`src/inc/sysctl_defs.svh`:
```
// Purpose: Offsets, field positions, reset values and counts of the system reset and clock-out block.
// Assumes: Register offsets are byte addresses on a 32-bit AHB-Lite bus, decoded on haddr[7:0].
// Notes:   Definitions only; included by bare name.
`ifndef SYSCTL_DEFS_SVH
`define SYSCTL_DEFS_SVH

`define ADDR_PERIPH_RESET0     8'h00
`define ADDR_PERIPH_RESET1     8'h04
`define ADDR_CM_PERIPH_RESET0  8'h08
`define ADDR_CM_PERIPH_RESET1  8'h0c
`define ADDR_SIM_RESET         8'h10
`define ADDR_CAUSE_STATUS      8'h14
`define ADDR_CAUSE_CLEAR       8'h18
`define ADDR_XTAL_COUNT        8'h1c
`define ADDR_CLKOUT_SEL        8'h20

`define SIM_EXT_BIT            0
`define SIM_CORE_BIT           1
`define XTAL_CLEAR_BIT         16

`define CAUSE_WIDTH            8
`define CAUSE_EVENT_WIDTH      6
`define CAUSE_SIM_EXT_BIT      0
`define CAUSE_SIM_CORE_BIT     1

`define COUNT_WIDTH            10
`define XTAL_COUNT_MAX         10'h3ff
`define EXT_RESET_OSC_CYCLES   10'h200

`define RESET_WORD             32'h0000_0000
`define CLKSEL_RESET           4'h0

`define CLKSEL_PLL_SYS_OUT     4'h0
`define CLKSEL_SYS_PLL         4'h1
`define CLKSEL_PRIMARY_SYS     4'h2
`define CLKSEL_SECOND_SYS      4'h3
`define CLKSEL_AUX_PLL         4'h4
`define CLKSEL_OSC_ONE         4'h5
`define CLKSEL_OSC_TWO         4'h6
`define CLKSEL_XTAL            4'h7
`define CLKSEL_COMM_MGR        4'h8
`define CLKSEL_RAW_PLL         4'hc
`define CLKSEL_RAW_AUX_PLL     4'hd

`endif

```
`src/inc/sysctl_pkg.sv`:
```
// Purpose: Types shared by the system reset and clock-out block.
// Assumes: The bus fabric reports which core owns the current address phase.
// Notes:   Numeric constants live in sysctl_defs.svh.
package sysctl_pkg;

  typedef enum logic [1:0] {
    MASTER_PRIMARY,
    MASTER_SECOND,
    MASTER_COMM
  } bus_master_t;

  typedef enum logic {
    EXT_IDLE,
    EXT_DRIVE
  } ext_reset_state_t;

endpackage

```
`src/verilog/system_reset_and_clock_out.sv`:
```
// Purpose: System reset distribution, software resets, reset cause, crystal check counter and clock-out select.
// Assumes: AHB-Lite slave on hclk at 125 MHz; hmaster names the core of the current address phase.
// Notes:   Clock inputs are only sampled by synchronisers or passed through the output mux.
// What this block does
// - Primary system reset also resets other subsystems.
// - Peripheral soft resets writable by primary core only.
// - Comm manager owns its own peripheral reset registers.
// - External reset write drives pin low 512 oscillator cycles.
// - Writing one to core field resets primary core.
// - Cause clear writes clear latched cause bits.
// - Crystal pulses counted, saturating at 0x3FF.
// - Counter clear bit returns count to zero.
// - Clock-out select field is four bits.
// - Select codes zero to six pick listed clocks.
// - Codes seven, eight, twelve, thirteen; rest reserved.
// - Selected clock also feeds output crossbar input.
`timescale 1ns/1ps
`include "sysctl_defs.svh"

module system_reset_and_clock_out (
  input  logic                            hclk,
  input  logic                            hresetn,
  input  logic                            hsel,
  input  logic [31:0]                     haddr,
  input  logic [1:0]                      htrans,
  input  logic                            hwrite,
  input  logic [2:0]                      hsize,
  input  logic [31:0]                     hwdata,
  input  logic                            hready,
  input  sysctl_pkg::bus_master_t         hmaster,
  output logic [31:0]                     hrdata,
  output logic                            hreadyout,
  output logic                            hresp,
  input  logic                            subsystem_reset_low,
  output logic                            second_core_reset_low,
  output logic                            comm_manager_reset_low,
  output logic [63:0]                     peripheral_soft_reset_regs,
  output logic [63:0]                     comm_manager_periph_reset_regs,
  output logic                            external_reset_pin_out,
  output logic                            external_reset_pin_oe,
  output logic                            primary_core_reset_req,
  input  logic [`CAUSE_EVENT_WIDTH-1:0]   reset_cause_events,
  input  logic                            crystal_clock,
  input  logic                            system_pll_out_clock,
  input  logic                            system_pll_clock,
  input  logic                            primary_core_clock,
  input  logic                            second_core_clock,
  input  logic                            auxiliary_pll_clock,
  input  logic                            internal_osc_one,
  input  logic                            internal_osc_two,
  input  logic                            comm_manager_clock,
  input  logic                            raw_pll_clock,
  input  logic                            raw_auxiliary_pll_clock,
  output logic                            clock_output_pin,
  output logic                            output_crossbar_clock
);
  import sysctl_pkg::*;

  // Bus data-phase state.
  logic                       dp_write;
  logic                       dp_read;
  logic                       rd_done;
  logic [7:0]                 dp_addr;
  bus_master_t                dp_master;

  // Register storage.
  logic [31:0]                periph_reset0;
  logic [31:0]                periph_reset1;
  logic [31:0]                cm_reset0;
  logic [31:0]                cm_reset1;
  logic [`CAUSE_WIDTH-1:0]    reset_cause_status;
  logic [3:0]                 clock_out_source_select;
  ext_reset_state_t           ext_state;
  ext_reset_state_t           next_ext_state;

  // Counter results.
  logic [`COUNT_WIDTH-1:0]    crystal_pulse_counter;
  logic [`COUNT_WIDTH-1:0]    osc_count;
  logic                       osc_done;

  // Address phase is taken only for NONSEQ or SEQ with the bus ready.
  wire take = hsel & hready & htrans[1];

  // Reads get one wait state so the read data always come from a flop and
  // never race a write committed on the same edge.
  assign hreadyout = ~(dp_read & ~rd_done);
  assign hresp     = 1'b0;

  always_ff @(posedge hclk or negedge hresetn) begin
    if (!hresetn) begin
      dp_write  <= 1'b0;
      dp_read   <= 1'b0;
      dp_addr   <= 8'h00;
      dp_master <= MASTER_PRIMARY;
    end else if (hreadyout) begin
      dp_write  <= take & hwrite;
      dp_read   <= take & ~hwrite;
      dp_addr   <= haddr[7:0];
      dp_master <= hmaster;
    end
  end

  always_ff @(posedge hclk or negedge hresetn) begin
    if (!hresetn) begin
      rd_done <= 1'b0;
    end else begin
      rd_done <= dp_read & ~rd_done;
    end
  end

  // Write decode in the data phase; ownership checks sit in the strobes.
  wire wr_periph0  = dp_write && (dp_addr == `ADDR_PERIPH_RESET0) && (dp_master == MASTER_PRIMARY);
  wire wr_periph1  = dp_write && (dp_addr == `ADDR_PERIPH_RESET1) && (dp_master == MASTER_PRIMARY);
  wire wr_cm0      = dp_write && (dp_addr == `ADDR_CM_PERIPH_RESET0) && (dp_master == MASTER_COMM);
  wire wr_cm1      = dp_write && (dp_addr == `ADDR_CM_PERIPH_RESET1) && (dp_master == MASTER_COMM);
  wire wr_sim      = dp_write && (dp_addr == `ADDR_SIM_RESET);
  wire wr_clear    = dp_write && (dp_addr == `ADDR_CAUSE_CLEAR);
  wire wr_xtal     = dp_write && (dp_addr == `ADDR_XTAL_COUNT);
  wire wr_clksel   = dp_write && (dp_addr == `ADDR_CLKOUT_SEL);

  wire sim_ext_start  = wr_sim && hwdata[`SIM_EXT_BIT];
  wire sim_core_reset = wr_sim && hwdata[`SIM_CORE_BIT];
  wire xtal_clear     = wr_xtal && hwdata[`XTAL_CLEAR_BIT];

  // Peripheral soft-reset registers of the primary core.
  always_ff @(posedge hclk or negedge hresetn) begin
    if (!hresetn) begin
      periph_reset0 <= `RESET_WORD;
      periph_reset1 <= `RESET_WORD;
    end else begin
      if (wr_periph0) begin
        periph_reset0 <= hwdata;
      end
      if (wr_periph1) begin
        periph_reset1 <= hwdata;
      end
    end
  end

  // The comm manager keeps its own set, independent of the primary core.
  always_ff @(posedge hclk or negedge hresetn) begin
    if (!hresetn) begin
      cm_reset0 <= `RESET_WORD;
      cm_reset1 <= `RESET_WORD;
    end else begin
      if (wr_cm0) begin
        cm_reset0 <= hwdata;
      end
      if (wr_cm1) begin
        cm_reset1 <= hwdata;
      end
    end
  end

  assign peripheral_soft_reset_regs     = {periph_reset1, periph_reset0};
  assign comm_manager_periph_reset_regs = {cm_reset1, cm_reset0};

  // Subsystem resets follow the primary system reset without any clock, so
  // they hold even while hclk is stopped.
  assign second_core_reset_low  = subsystem_reset_low;
  assign comm_manager_reset_low = subsystem_reset_low;

  // Core reset request is a registered one-cycle pulse.
  always_ff @(posedge hclk or negedge hresetn) begin
    if (!hresetn) begin
      primary_core_reset_req <= 1'b0;
    end else begin
      primary_core_reset_req <= sim_core_reset;
    end
  end

  // External reset drive, timed in oscillator-one edges. A new request while
  // the pin is already driven is ignored rather than stretching the pulse.
  always_comb begin
    next_ext_state = ext_state;
    case (ext_state)
      EXT_IDLE: begin
        if (sim_ext_start) begin
          next_ext_state = EXT_DRIVE;
        end
      end
      EXT_DRIVE: begin
        if (osc_done) begin
          next_ext_state = EXT_IDLE;
        end
      end
      default: begin
        next_ext_state = EXT_IDLE;
      end
    endcase
  end

  always_ff @(posedge hclk or negedge hresetn) begin
    if (!hresetn) begin
      ext_state <= EXT_IDLE;
    end else begin
      ext_state <= next_ext_state;
    end
  end

  // Open-drain pin: only ever pulled low.
  assign external_reset_pin_out = 1'b0;
  assign external_reset_pin_oe  = (ext_state == EXT_DRIVE);

  // The oscillator count is held at zero while idle, so each drive starts fresh.
  edge_pulse_counter #(
    .WIDTH (`COUNT_WIDTH),
    .LIMIT (`EXT_RESET_OSC_CYCLES)
  ) osc_timer (
    .hclk     (hclk),
    .hresetn  (hresetn),
    .pulse_in (internal_osc_one),
    .clear    (ext_state == EXT_IDLE),
    .count    (osc_count),
    .at_limit (osc_done)
  );

  // Crystal check counter; software polls it before switching to the crystal.
  edge_pulse_counter #(
    .WIDTH (`COUNT_WIDTH),
    .LIMIT (`XTAL_COUNT_MAX)
  ) xtal_counter (
    .hclk     (hclk),
    .hresetn  (hresetn),
    .pulse_in (crystal_clock),
    .clear    (xtal_clear),
    .count    (crystal_pulse_counter),
    .at_limit ()
  );

  // Reset cause: a new cause in the same cycle as its clear is kept.
  wire [`CAUSE_WIDTH-1:0] cause_set  = {reset_cause_events, sim_core_reset, sim_ext_start};
  wire [`CAUSE_WIDTH-1:0] cause_mask = wr_clear ? hwdata[`CAUSE_WIDTH-1:0] : '0;

  always_ff @(posedge hclk or negedge hresetn) begin
    if (!hresetn) begin
      reset_cause_status <= '0;
    end else begin
      reset_cause_status <= (reset_cause_status & ~cause_mask) | cause_set;
    end
  end

  // Clock-out select.
  always_ff @(posedge hclk or negedge hresetn) begin
    if (!hresetn) begin
      clock_out_source_select <= `CLKSEL_RESET;
    end else if (wr_clksel) begin
      clock_out_source_select <= hwdata[3:0];
    end
  end

  // Reserved codes give a quiet low output. The mux is not glitch-free; switch
  // the source only while the pin is not being used.
  wire [15:0] clock_sources = {
    1'b0,
    1'b0,
    raw_auxiliary_pll_clock,
    raw_pll_clock,
    1'b0,
    1'b0,
    1'b0,
    comm_manager_clock,
    crystal_clock,
    internal_osc_two,
    internal_osc_one,
    auxiliary_pll_clock,
    second_core_clock,
    primary_core_clock,
    system_pll_clock,
    system_pll_out_clock
  };

  assign clock_output_pin      = clock_sources[clock_out_source_select];
  assign output_crossbar_clock = clock_output_pin;

  // Read multiplexer; unmapped offsets read as zero.
  wire [31:0] read_value =
    (dp_addr == `ADDR_PERIPH_RESET0)    ? periph_reset0 :
    (dp_addr == `ADDR_PERIPH_RESET1)    ? periph_reset1 :
    (dp_addr == `ADDR_CM_PERIPH_RESET0) ? cm_reset0 :
    (dp_addr == `ADDR_CM_PERIPH_RESET1) ? cm_reset1 :
    (dp_addr == `ADDR_CAUSE_STATUS)     ? {{(32-`CAUSE_WIDTH){1'b0}}, reset_cause_status} :
    (dp_addr == `ADDR_XTAL_COUNT)       ? {{(32-`COUNT_WIDTH){1'b0}}, crystal_pulse_counter} :
    (dp_addr == `ADDR_CLKOUT_SEL)       ? {28'h0000000, clock_out_source_select} :
    32'h0000_0000;

  always_ff @(posedge hclk or negedge hresetn) begin
    if (!hresetn) begin
      hrdata <= 32'h0000_0000;
    end else if (dp_read && !rd_done) begin
      hrdata <= read_value;
    end
  end
endmodule

```
`src/verilog/edge_pulse_counter.sv`:
```
// Purpose: Counts rising edges of a foreign clock in the hclk domain, saturating at a limit.
// Assumes: The counted clock runs well below half of hclk.
// Notes:   Three-stage synchroniser; only the second and third stages are compared.
`timescale 1ns/1ps
`include "sysctl_defs.svh"

module edge_pulse_counter #(
  parameter int                     WIDTH = `COUNT_WIDTH,
  parameter logic [`COUNT_WIDTH-1:0] LIMIT = `XTAL_COUNT_MAX
) (
  input  logic             hclk,
  input  logic             hresetn,
  input  logic             pulse_in,
  input  logic             clear,
  output logic [WIDTH-1:0] count,
  output logic             at_limit
);

  logic sync1;
  logic sync2;
  logic sync3;
  wire  rising = sync2 & ~sync3;

  // The first stage may be metastable, so only the second stage reads it.
  always_ff @(posedge hclk or negedge hresetn) begin
    if (!hresetn) begin
      sync1 <= 1'b0;
      sync2 <= 1'b0;
      sync3 <= 1'b0;
    end else begin
      sync1 <= pulse_in;
      sync2 <= sync1;
      sync3 <= sync2;
    end
  end

  assign at_limit = (count == LIMIT[WIDTH-1:0]);

  // Clear wins over a coincident edge; an edge at the limit is dropped.
  always_ff @(posedge hclk or negedge hresetn) begin
    if (!hresetn) begin
      count <= '0;
    end else if (clear) begin
      count <= '0;
    end else if (rising && !at_limit) begin
      count <= count + WIDTH'(1);
    end
  end
endmodule

```
`config.mk`:
```
export PLATFORM = sky130hd
export DESIGN_NAME = system_reset_and_clock_out
export DESIGN_NICKNAME = d
export VERILOG_FILES = /design/src/inc/sysctl_pkg.sv /design/src/verilog/system_reset_and_clock_out.sv /design/src/verilog/edge_pulse_counter.sv
export VERILOG_INCLUDE_DIRS = /design/src /design/src/inc
export SDC_FILE = /design/constraint.sdc
export NUM_CORES = 1
export LEC_CHECK = 0
export ABC_AREA = 1
export ABC_CLOCK_PERIOD_IN_PS = 1900
export BUFFER_PORTS_ARGS = -buffer_cell sky130_fd_sc_hd__buf_2
export CAP_MARGIN = 30
export CORE_MARGIN = 3
export CORE_UTILIZATION = 53
export DETAILED_ROUTE_END_ITERATION = 10
export GPL_TIMING_DRIVEN = 0
export PLACE_DENSITY = 0.86
export SLEW_MARGIN = 40
export SYNTH_ARGS = -nofsm -noshare
export SYNTH_HDL_FRONTEND = slang
export SYNTH_HIERARCHICAL = 1
export SYNTH_SLANG_ARGS = --single-unit
```
`constraint.sdc`:
```
create_clock -name hclk -period 1.9 [get_ports hclk]
set_input_delay 0 -clock hclk [delete_from_list [all_inputs] [get_ports hclk]]
set_output_delay 0 -clock hclk [all_outputs]
set_load 0.005 [all_outputs]
```
==> impl_metrics.toml, run 1 <==
[status]
status = "complete, no violations"

[die]
rows = 48
die-height_um = 141
ios = 263
dieArea_um2 = 19900
core_area_um2 = 17600
die_w_um = 141
initial_core_util = 0.550

[sta]
rsz0062_at_grt = "yes"
maxSlewViolCount = 0
timing.fmax_mhz = 552
whs_ps = 56.4
skew_ps = 26.2
setup_viol = 0
period_needed_ps = 1810
setup_tns_ps = 0
hold_violations = 0
post-route-period-util = 0.953
tightest_slew_ps = 578
slew-limit-headroom = 0.613

[synthesis]
syn-instance-count = 1161
yosys_warnings = 6
syn_avg_cell_area_um2 = 8.33
syn-cell-area_um2 = 9680

[finish]
fillers = 1343
final_nets = 1576
post-route-util = 0.714
area_growth_syn_to_layout_pct = 29.8
final_cells = 1719
register_area_um2 = 5330
multi_input_area_um2 = 3730
drive_gt1_frac = 0.246
n_antenna_cell = 0

[detailed_routing]
wl_per_cell_um = 18.5
wirelength_um = 31800
drt_iter0_markers = 762
drt_pre_antenna_iters = 5
final_antenna_net_count = 0
num_vias = 9497
drcViolationCount = 0
vias_per_cell = 5.52

[clock_network]
cts_num_sinks = 213
cts_root_buf = "clkbuf_16"
cts-buffers-inserted = 23
htree_levels = 1
path_clk_slew_ps = 60
cts_tree = "built"
clk_path_buf_depth = 3
clk_latency_ps = 530

[placement]
place_hpwl_um = 21500
gp_congestion = 0.901
io_buffer_count = 231
dp.cells = 1621

[global_routing]
grt_pass1_vias = 9605
grt_max_degree = 78
globalRouteOverflowTotal = 0
antenna_found_initial = 0
track_usage = 0.319
grt_pass1_wl_um = 50600

[worst_setup_path]
cp_num_buf_inv = 1
reg2reg_slack_ps = 90
cpPeakStageDelay_ps = 400
crit_chain = "nor2_4, nand3_4, nor3_4, nand2_2, buf_2, nand2_1, o21ai_1"
crit_path_max_fanout = 10
critPathKind = "register to register"
r2r-start = "dp_addr[7]$_DFFE_PN0N_"
critPathCaptureType = "register"
start_kind = "register"
reg2reg_to = "periph_reset1[4]$_DFFE_PN0P_"
ff2ff_path_depth = 7
cp_top_family = "simple AND/OR/NAND/NOR gates"
cp_slowest_cell = "dfrtp_1"
critical_path_required_ps = 2290
arrival_ps = 2200

[power_and_ir_drop]
leakagePower_nw = 6.54
p_per_area_nw_per_um2 = 1010
ir_drop_v = 0.000812

[run]
drv_cap = 0

[min_path]
hold_path.class = "input port to asynchronous set/reset pin"
what timing repair did:
action	in CTS	in global routing
resized for setup	4	31
hold buffers	56	0
cloned	0	0
setup endpoints to repair	4	85
pin swaps	0	5
hold endpoints to repair	292	0
setup buffers	0	4
stage by stage:
step / worst slack [ps] / power, mW / cell area [um2]
2_1_floorplan: 456 / 7.03 / 9680
3_3_place_gp: -2680 / 8.02 / 11100
4_1_cts: 8.00 / 12.6 / 12500
3_5_place_dp: 49.5 / 8.14 / 11200
6_report: 89.4 / 12.6 / 12600
5_1_grt: -4.26 / 13.3 / 12600
per-layer routing:
metal  GRT usage  vias to the layer above  share of wire
met5           0                        -              0
met2       0.543                      518           0.49
li1            -                     4347              -
met4       0.106                        0          0.034
met3      0.0845                       86           0.10
met1       0.395                     4546           0.37
worst register-to-register path: cells and delay by family, from the launching register on:
| kind | cells | cell delay, ps |
|---|---|---|
| AOI/OAI and AO/OA | 1 | 60 |
| buffers and inverters | 1 | 280 |
| DFF | 1 | 400 |
| and+or+nand+nor | 5 | 950 |
worst max-delay path by stage:
stage / startpoint / endpoint / slack [ps] / cells past startpoint
floorplan: dp_addr[6]$_DFFE_PN0N_ / reset_cause_status[0]$_DFF_PN0_ / 460 / 8
detailed placement: dp_addr[1]$_DFFE_PN0N_ / cm_reset0[6]$_DFFE_PN0P_ / 50 / 7
global route: dp_addr[7]$_DFFE_PN0N_ / periph_reset1[4]$_DFFE_PN0P_ / -4 / 7
finish: dp_addr[7]$_DFFE_PN0N_ / periph_reset1[4]$_DFFE_PN0P_ / 90 / 7
CTS: rd_done$_DFF_PN0_ / hrdata[13]$_DFFE_PN0P_ / 8 / 5
global placement: hresetn / hrdata[14]$_DFFE_PN0P_ / -2680 / 1
cells in the final DEF (no fill, tap or decap), types with 2 or more instances in the layout:
| cell | instances |
|---|---|
| inv_2 | 3 |
| buf_4 | 9 |
| clkbuf_8 | 4 |
| clkbuf_16 | 23 |
| nor2_8 | 2 |
| or2_2 | 3 |
| dlygate4sd3_1 | 55 |
| conb_1 | 2 |
| ha_1 | 3 |
| nand4_1 | 35 |
| nand2_2 | 5 |
| inv_1 | 91 |
| nor3_2 | 2 |
| nor2_4 | 9 |
| nand3_2 | 7 |
| a21oi_1 | 10 |
| clkbuf_2 | 10 |
| o21ai_0 | 96 |
| nand3_4 | 2 |
| o21ai_2 | 4 |
| buf_2 | 259 |
| o21bai_1 | 9 |
| xor2_1 | 2 |
| nor2_1 | 54 |
| nand2_4 | 2 |
| buf_8 | 2 |
| dfrtp_1 | 212 |
| nor2_2 | 6 |
| clkinv_2 | 5 |
| clkbuf_1 | 13 |
| buf_16 | 3 |
| nand2_1 | 421 |
| nand3_1 | 50 |
| o21ai_1 | 66 |
where the power goes:
| part | total [mW] | internal, mW | switching (mW) |
|---|---|---|---|
| Sequential | 5.56 | 5.08 | 0.476 |
| Combinational | 2.70 | 1.01 | 1.69 |
| Clock | 4.37 | 2.54 | 1.84 |
| Total | 12.6 | 8.63 | 4.00 |
final cells by class:
type,instances,share of cell area
Inverter,96,0.0290
Tap cell,225,0.0224
Multi-Input combinational cell,798,0.297
Timing Repair Buffer,294,0.147
Sequential cell,213,0.424
Buffer,53,0.0227
Clock buffer,34,0.0523
Clock inverter,6,0.00558
flip-flops by register name, indices dropped and copies added (netlist names), 2 cells and up:
register                 flops
osc_timer/count             10
dp_addr                      8
xtal_counter/count          10
periph_reset0               32
cm_reset1                   32
cm_reset0                   32
hrdata                      32
clock_out_source_select      4
reset_cause_status           8
periph_reset1               32
dp_master                    2
Note: power is estimated with default switching activity, not from simulation.
==> run 2, diff against run 1 <==
--- a/config.mk
+++ b/config.mk
@@ -10,6 +10,7 @@
 export ABC_CLOCK_PERIOD_IN_PS = 1900
 export BUFFER_PORTS_ARGS = -buffer_cell sky130_fd_sc_hd__buf_2
 export CAP_MARGIN = 30
+export CORE_ASPECT_RATIO = 1.1
 export CORE_MARGIN = 3
 export CORE_UTILIZATION = 53
 export DETAILED_ROUTE_END_ITERATION = 10
==> run 2 against run 1 <==
  * Worst setup slack got worse by 52 ps
  * Non-clock buffer count grew 2
  * Critical endpoint is now output_crossbar_clock
  * Utilization shrank 0.43 points
  * Die area is essentially flat
  * Largest power group unchanged
  * Power is 0.69% higher
  * Highest routed layer unchanged
  * Flip-flop and latch count stayed put
  * Clock power is 2% higher
==> impl_metrics.toml, run 2 (synthesis results as in run 1) <==
[clock_network]
cts_tree = "built"
clk_latency_ps = 510
cts-buffers-inserted = 23
htree_levels = 1
cts_root_buf = "clkbuf_16"
path_clk_slew_ps = 60
cts_num_sinks = 213
clk_path_buf_depth = 3

[power_and_ir_drop]
ir_drop_v = 0.000820
leakagePower_nw = 6.58
p_per_area_nw_per_um2 = 1010
total_power_mw = 12.7

[global_routing]
antenna_found_initial = 0
grt_pass1_vias = 9296
grt_pass1_wl_um = 49200
globalRouteOverflowTotal = 0
grt_max_degree = 76
track_usage = 0.312

[finish]
post-route-util = 0.710
n_antenna_cell = 0
area_growth_syn_to_layout_pct = 30.6
final_common_cell = "nand2_1"
final_nets = 1578
drive_gt1_frac = 0.247
layout_common_cells = "nand2_1 (421), buf_2 (254), dfrtp_1 (211), o21ai_0 (99), inv_1 (91)"
design_area_um2 = 12600
fillers = 1327
register_area_um2 = 5330
multi_input_area_um2 = 3710
final_cells = 1736

[sta]
post-route-period-util = 0.981
timing.fmax_mhz = 537
slew-limit-headroom = 0.584
whs_ps = 54.7
setup_viol = 0
worst_slack_ps = 37.0
hold_violations = 0
maxSlewViolCount = 0
rsz0062_at_grt = "yes"
skew_ps = 13.2
period_needed_ps = 1860
setup_tns_ps = 0
tightest_slew_ps = 624

[placement]
place_area_um2 = 11200
gp_congestion = 0.928
dp.cells = 1634
place_hpwl_um = 21200
dpl_worst_slack_ps = 32.1
io_buffer_count = 231

[die]
die_w_um = 135
initial_core_util = 0.544
core_area_um2 = 17800
dieArea_um2 = 19900
rows = 51
ios = 263
die-height_um = 148

[status]
status = "complete, no violations"

[worst_setup_path]
arrival_ps = 1860
critPathCaptureType = "output pin"
crit_path_max_fanout = 6
critPathKind = "register to output pin"
critical_path_required_ps = 1900
start_kind = "register"

[detailed_routing]
wirelength_um = 31900
final_antenna_net_count = 0
drcViolationCount = 0
wl_per_cell_um = 18.4
vias_per_cell = 5.52
num_vias = 9588
drt_iter0_markers = 855
drt_pre_antenna_iters = 6

[run]
drv_cap = 0

[min_path]
hold_path.class = "input port to asynchronous set/reset pin"
-- run 2: changes by cell type in the layout (fill, tap and decap cells not counted), moves of 2 or more --
cell      before  now
buf_2        259  254
o21ai_2        4    2
clkbuf_8       4    7
buf_4          9   16
o21ai_0       96   99
-- run 2: layer usage --
layer,vias up,part of all wire,routed length (um),GRT usage
li1,4358,-,-,-
met2,587,0.49,15700,0.526
met4,0,0.037,1180,0.107
met3,102,0.096,3060,0.0647
met1,4541,0.38,12000,0.402
met5,-,0,0,0
-- run 2: layout make-up --
cell class                      instances  area share
Multi-Input combinational cell        798       0.294
Sequential cell                       213       0.422
Clock inverter                          6     0.00465
Tap cell                              238      0.0236
Buffer                                 54      0.0244
Inverter                               96      0.0286
Clock buffer                           36      0.0550
Timing Repair Buffer                  295       0.148
-- run 2: path summary, 6_finish.rpt --
path | end | cells past startpoint | startpoint | slack (ps)
min | osc_timer/count[5]$_DFFE_PN0P_ | 3 | hresetn | 50
max | output_crossbar_clock | 7 | clock_out_source_select[0]$_DFFE_PN0P_ | 40
min reg2reg | osc_timer/sync2$_DFF_PN0_ | 0 | osc_timer/sync1$_DFF_PN0_ | 350
max in group asynchronous | periph_reset1[13]$_DFFE_PN0P_ | 4 | hresetn | 1250
max reg2reg | periph_reset1[3]$_DFFE_PN0P_ | 6 | dp_addr[4]$_DFFE_PN0N_ | 100
min in group hclk | comm_manager_reset_low | 2 | subsystem_reset_low | 170
-- run 2: power by group --
part / internal (mW) / switching, mW / total, mW / leakage (nW)
sequential: 5.08 / 0.479 / 5.56 / 2.19
clock: 2.64 / 1.83 / 4.47 / 0.375
combinational: 1.00 / 1.69 / 2.69 / 4.02
-- run 2: timing repair --
item                                    in CTS  in global routing
pin swaps                                    0                  3
endpoints found under the hold margin      311                  0
hold buffers                                55                  0
resized for setup                            1                 41
setup buffers                                2                  4
endpoints found under the setup margin       2                104
-- run 2: critical path, cell delays in order, from the launching register on --
cell	delay, ps
dfrtp_2	410
inv_2	80
o21ai_0	140
o22ai_1	80
o211ai_1	260
o21ai_2	130
buf_4	140
buf_2	110
==> run 3, diff against run 2 <==
--- a/config.mk
+++ b/config.mk
@@ -14,6 +14,7 @@
 export CORE_MARGIN = 3
 export CORE_UTILIZATION = 53
 export DETAILED_ROUTE_END_ITERATION = 10
+export GPL_ROUTABILITY_DRIVEN = 0
 export GPL_TIMING_DRIVEN = 0
 export PLACE_DENSITY = 0.86
 export SLEW_MARGIN = 40
==> constraint.sdc (replaced) <==
create_clock -name hclk -period 1.9 [get_ports hclk]
set_input_delay 0.38 -clock hclk [delete_from_list [all_inputs] [get_ports hclk]]
set_output_delay 0.38 -clock hclk [all_outputs]
set_load 0.005 [all_outputs]
==> run 3 against run 2 <==
  * Critical path depth decreased by 1
  * Largest power group unchanged
  * Utilization decreased by 2.6 points
  * Wire length shrank 3.8%
  * Final cell count decreased by 2.6%
  * Non-clock buffer count shrank 47
  * The flow now finishes with violations (setup timing)
  * Sequential share of layout area grew 1.6 points
  * Clock skew fell by 3.6 ps
==> impl_metrics.toml, run 3 (synthesis results as in run 1) <==
[power_and_ir_drop]
p_seq_frac = 0.438
p_sw_mw = 3.98
power_frac_clock = 0.352
intPower_mw = 8.72
comb_power_share = 0.210
sw_frac_of_total = 0.313
p_per_area_nw_per_um2 = 1040
ir_drop_v = 0.000754
leakagePower_nw = 6.37

[detailed_routing]
drcViolationCount = 0
wl_per_cell_um = 18.1
drt_iter0_markers = 670
wirelength_um = 30700
drt_pre_antenna_iters = 6
final_antenna_net_count = 0
vias_per_cell = 5.53
num_vias = 9338

[finish]
drive_gt1_frac = 0.266
final_nets = 1532
final_common_cell = "nand2_1"
n_antenna_cell = 0
area_growth_syn_to_layout_pct = 25.9
post-route-util = 0.684
layout_common_cells = "nand2_1 (421), buf_2 (257), dfrtp_1 (212), o21ai_0 (96), inv_1 (90)"
final_cells = 1690

[sta]
hold_violations = 0
rsz0062_at_grt = "yes"
post-route-period-util = 1.18
period_needed_ps = 2240
slew-limit-headroom = 0.588
setup_tns_ps = -558
maxSlewViolCount = 0
setup_viol = 2
tightest_slew_ps = 617
worst_slack_ps = -335
timing.fmax_mhz = 447
skew_ps = 9.63

[min_path]
hold_path.class = "input port to register"
hold_start = "crystal_clock"
hold_end = "xtal_counter/sync1$_DFF_PN0_"
worstHoldPathCells = 1

[global_routing]
grt_use_met2 = 0.505
grt_pass1_wl_um = 47600
grt_max_degree = 65
antenna_found_initial = 0
gr-max-usage-layer = "met2"
use_met1 = 0.392
gr-usage-met3 = 0.0623
track_usage = 0.299
grt_pass1_vias = 8976
globalRouteOverflowTotal = 0

[worst_setup_path]
critPathKind = "register to output pin"
crit_path_max_fanout = 5
arrival_ps = 1860
critPathCaptureType = "output pin"
r2r-start = "dp_addr[7]$_DFFE_PN0N_"
ff2ff_path_depth = 7
critical_path_required_ps = 1520
start_kind = "register"
reg2reg_slack_ps = 90
reg2reg_to = "periph_reset1[29]$_DFFE_PN0P_"

[die]
dieArea_um2 = 19900
die_w_um = 135
initial_core_util = 0.544
core_area_um2 = 17800
die-height_um = 148
rows = 51
ios = 263

[placement]
dp.cells = 1634
place_hpwl_um = 21100
io_buffer_count = 231

[clock_network]
path_clk_slew_ps = 60
clk_path_buf_depth = 3
cts-buffers-inserted = 24
cts_root_buf = "clkbuf_16"
cts_num_sinks = 213
clk_latency_ps = 510
htree_levels = 1
cts_tree = "built"

[run]
drv_cap = 0

[status]
status = "complete, but fails checks"
violations = "setup timing"
==> run 3: worst max-delay path by stage <==
stage,slack [ps],from,cells past startpoint,to
5_1_grt,-410,clock_out_source_select[0]$_DFFE_PN0P_,6,output_crossbar_clock
6_report,-340,clock_out_source_select[0]$_DFFE_PN0P_,6,output_crossbar_clock
4_1_cts,-290,clock_out_source_select[0]$_DFFE_PN0P_,7,output_crossbar_clock
3_5_place_dp,-90,clock_out_source_select[0]$_DFFE_PN0P_,8,output_crossbar_clock
3_3_place_gp,-3040,hresetn,1,cm_reset0[15]$_DFFE_PN0P_
2_1_floorplan,240,clock_out_source_select[0]$_DFFE_PN0P_,7,output_crossbar_clock
==> run 3: final cells by class <==
cell class | count | area (um2)
fill | 1339 | 5620
clock buffer | 37 | 741
inverter | 96 | 365
timing repair buffer | 249 | 1370
tap | 238 | 298
buffer | 53 | 292
multi-input combinational | 798 | 3750
sequential | 213 | 5330
clock inverter | 6 | 32.5
==> run 3: critical path: stages (launching register included) <==
cell	delay (ps)
dfrtp_2	470
o21ai_0	280
o221ai_2	130
o211ai_1	100
o21ai_1	120
buf_4	150
buf_6	100
==> run 3: per-stage QoR <==
step	setup WS (ps)	hold slack (ps)	area (um2)	power [mW]
global route	-410	13.8	12200	13.3
detailed placement	-94.4	323	11200	8.13
finish	-335	21.1	12200	12.7
CTS	-285	10.2	12100	12.7
global placement	-3040	335	11100	8.01
floorplan	236	84.4	9680	7.03
==> run 3: per-layer routing <==
metal / vias to the layer above / part of all wire
met4: 0 / 0.026
met5: - / 0
met2: 480 / 0.50
li1: 4274 / -
met3: 78 / 0.090
met1: 4506 / 0.39
==> run 3: power groups by stage <==
| stage | sequential, mW | combinational (mW) | clock (mW) |
|---|---|---|---|
| 2_1_floorplan | 5.56 | 1.47 | 0 |
| 3_3_place_gp | 5.58 | 2.43 | 0 |
| 3_5_place_dp | 5.60 | 2.53 | 0 |
| 4_1_cts | 5.55 | 2.61 | 4.51 |
| 5_1_grt | 5.63 | 2.96 | 4.72 |
| 6_report | 5.57 | 2.66 | 4.47 |
==> run 3: timing repair <==
item / 4_1_cts / 5_1_grt
pin swaps: 5 / 4
resized for setup: 18 / 26
setup endpoints to repair: 13 / 108
setup buffers: 6 / 7
endpoints found under the hold margin: 52 / 0
hold buffers: 2 / 0
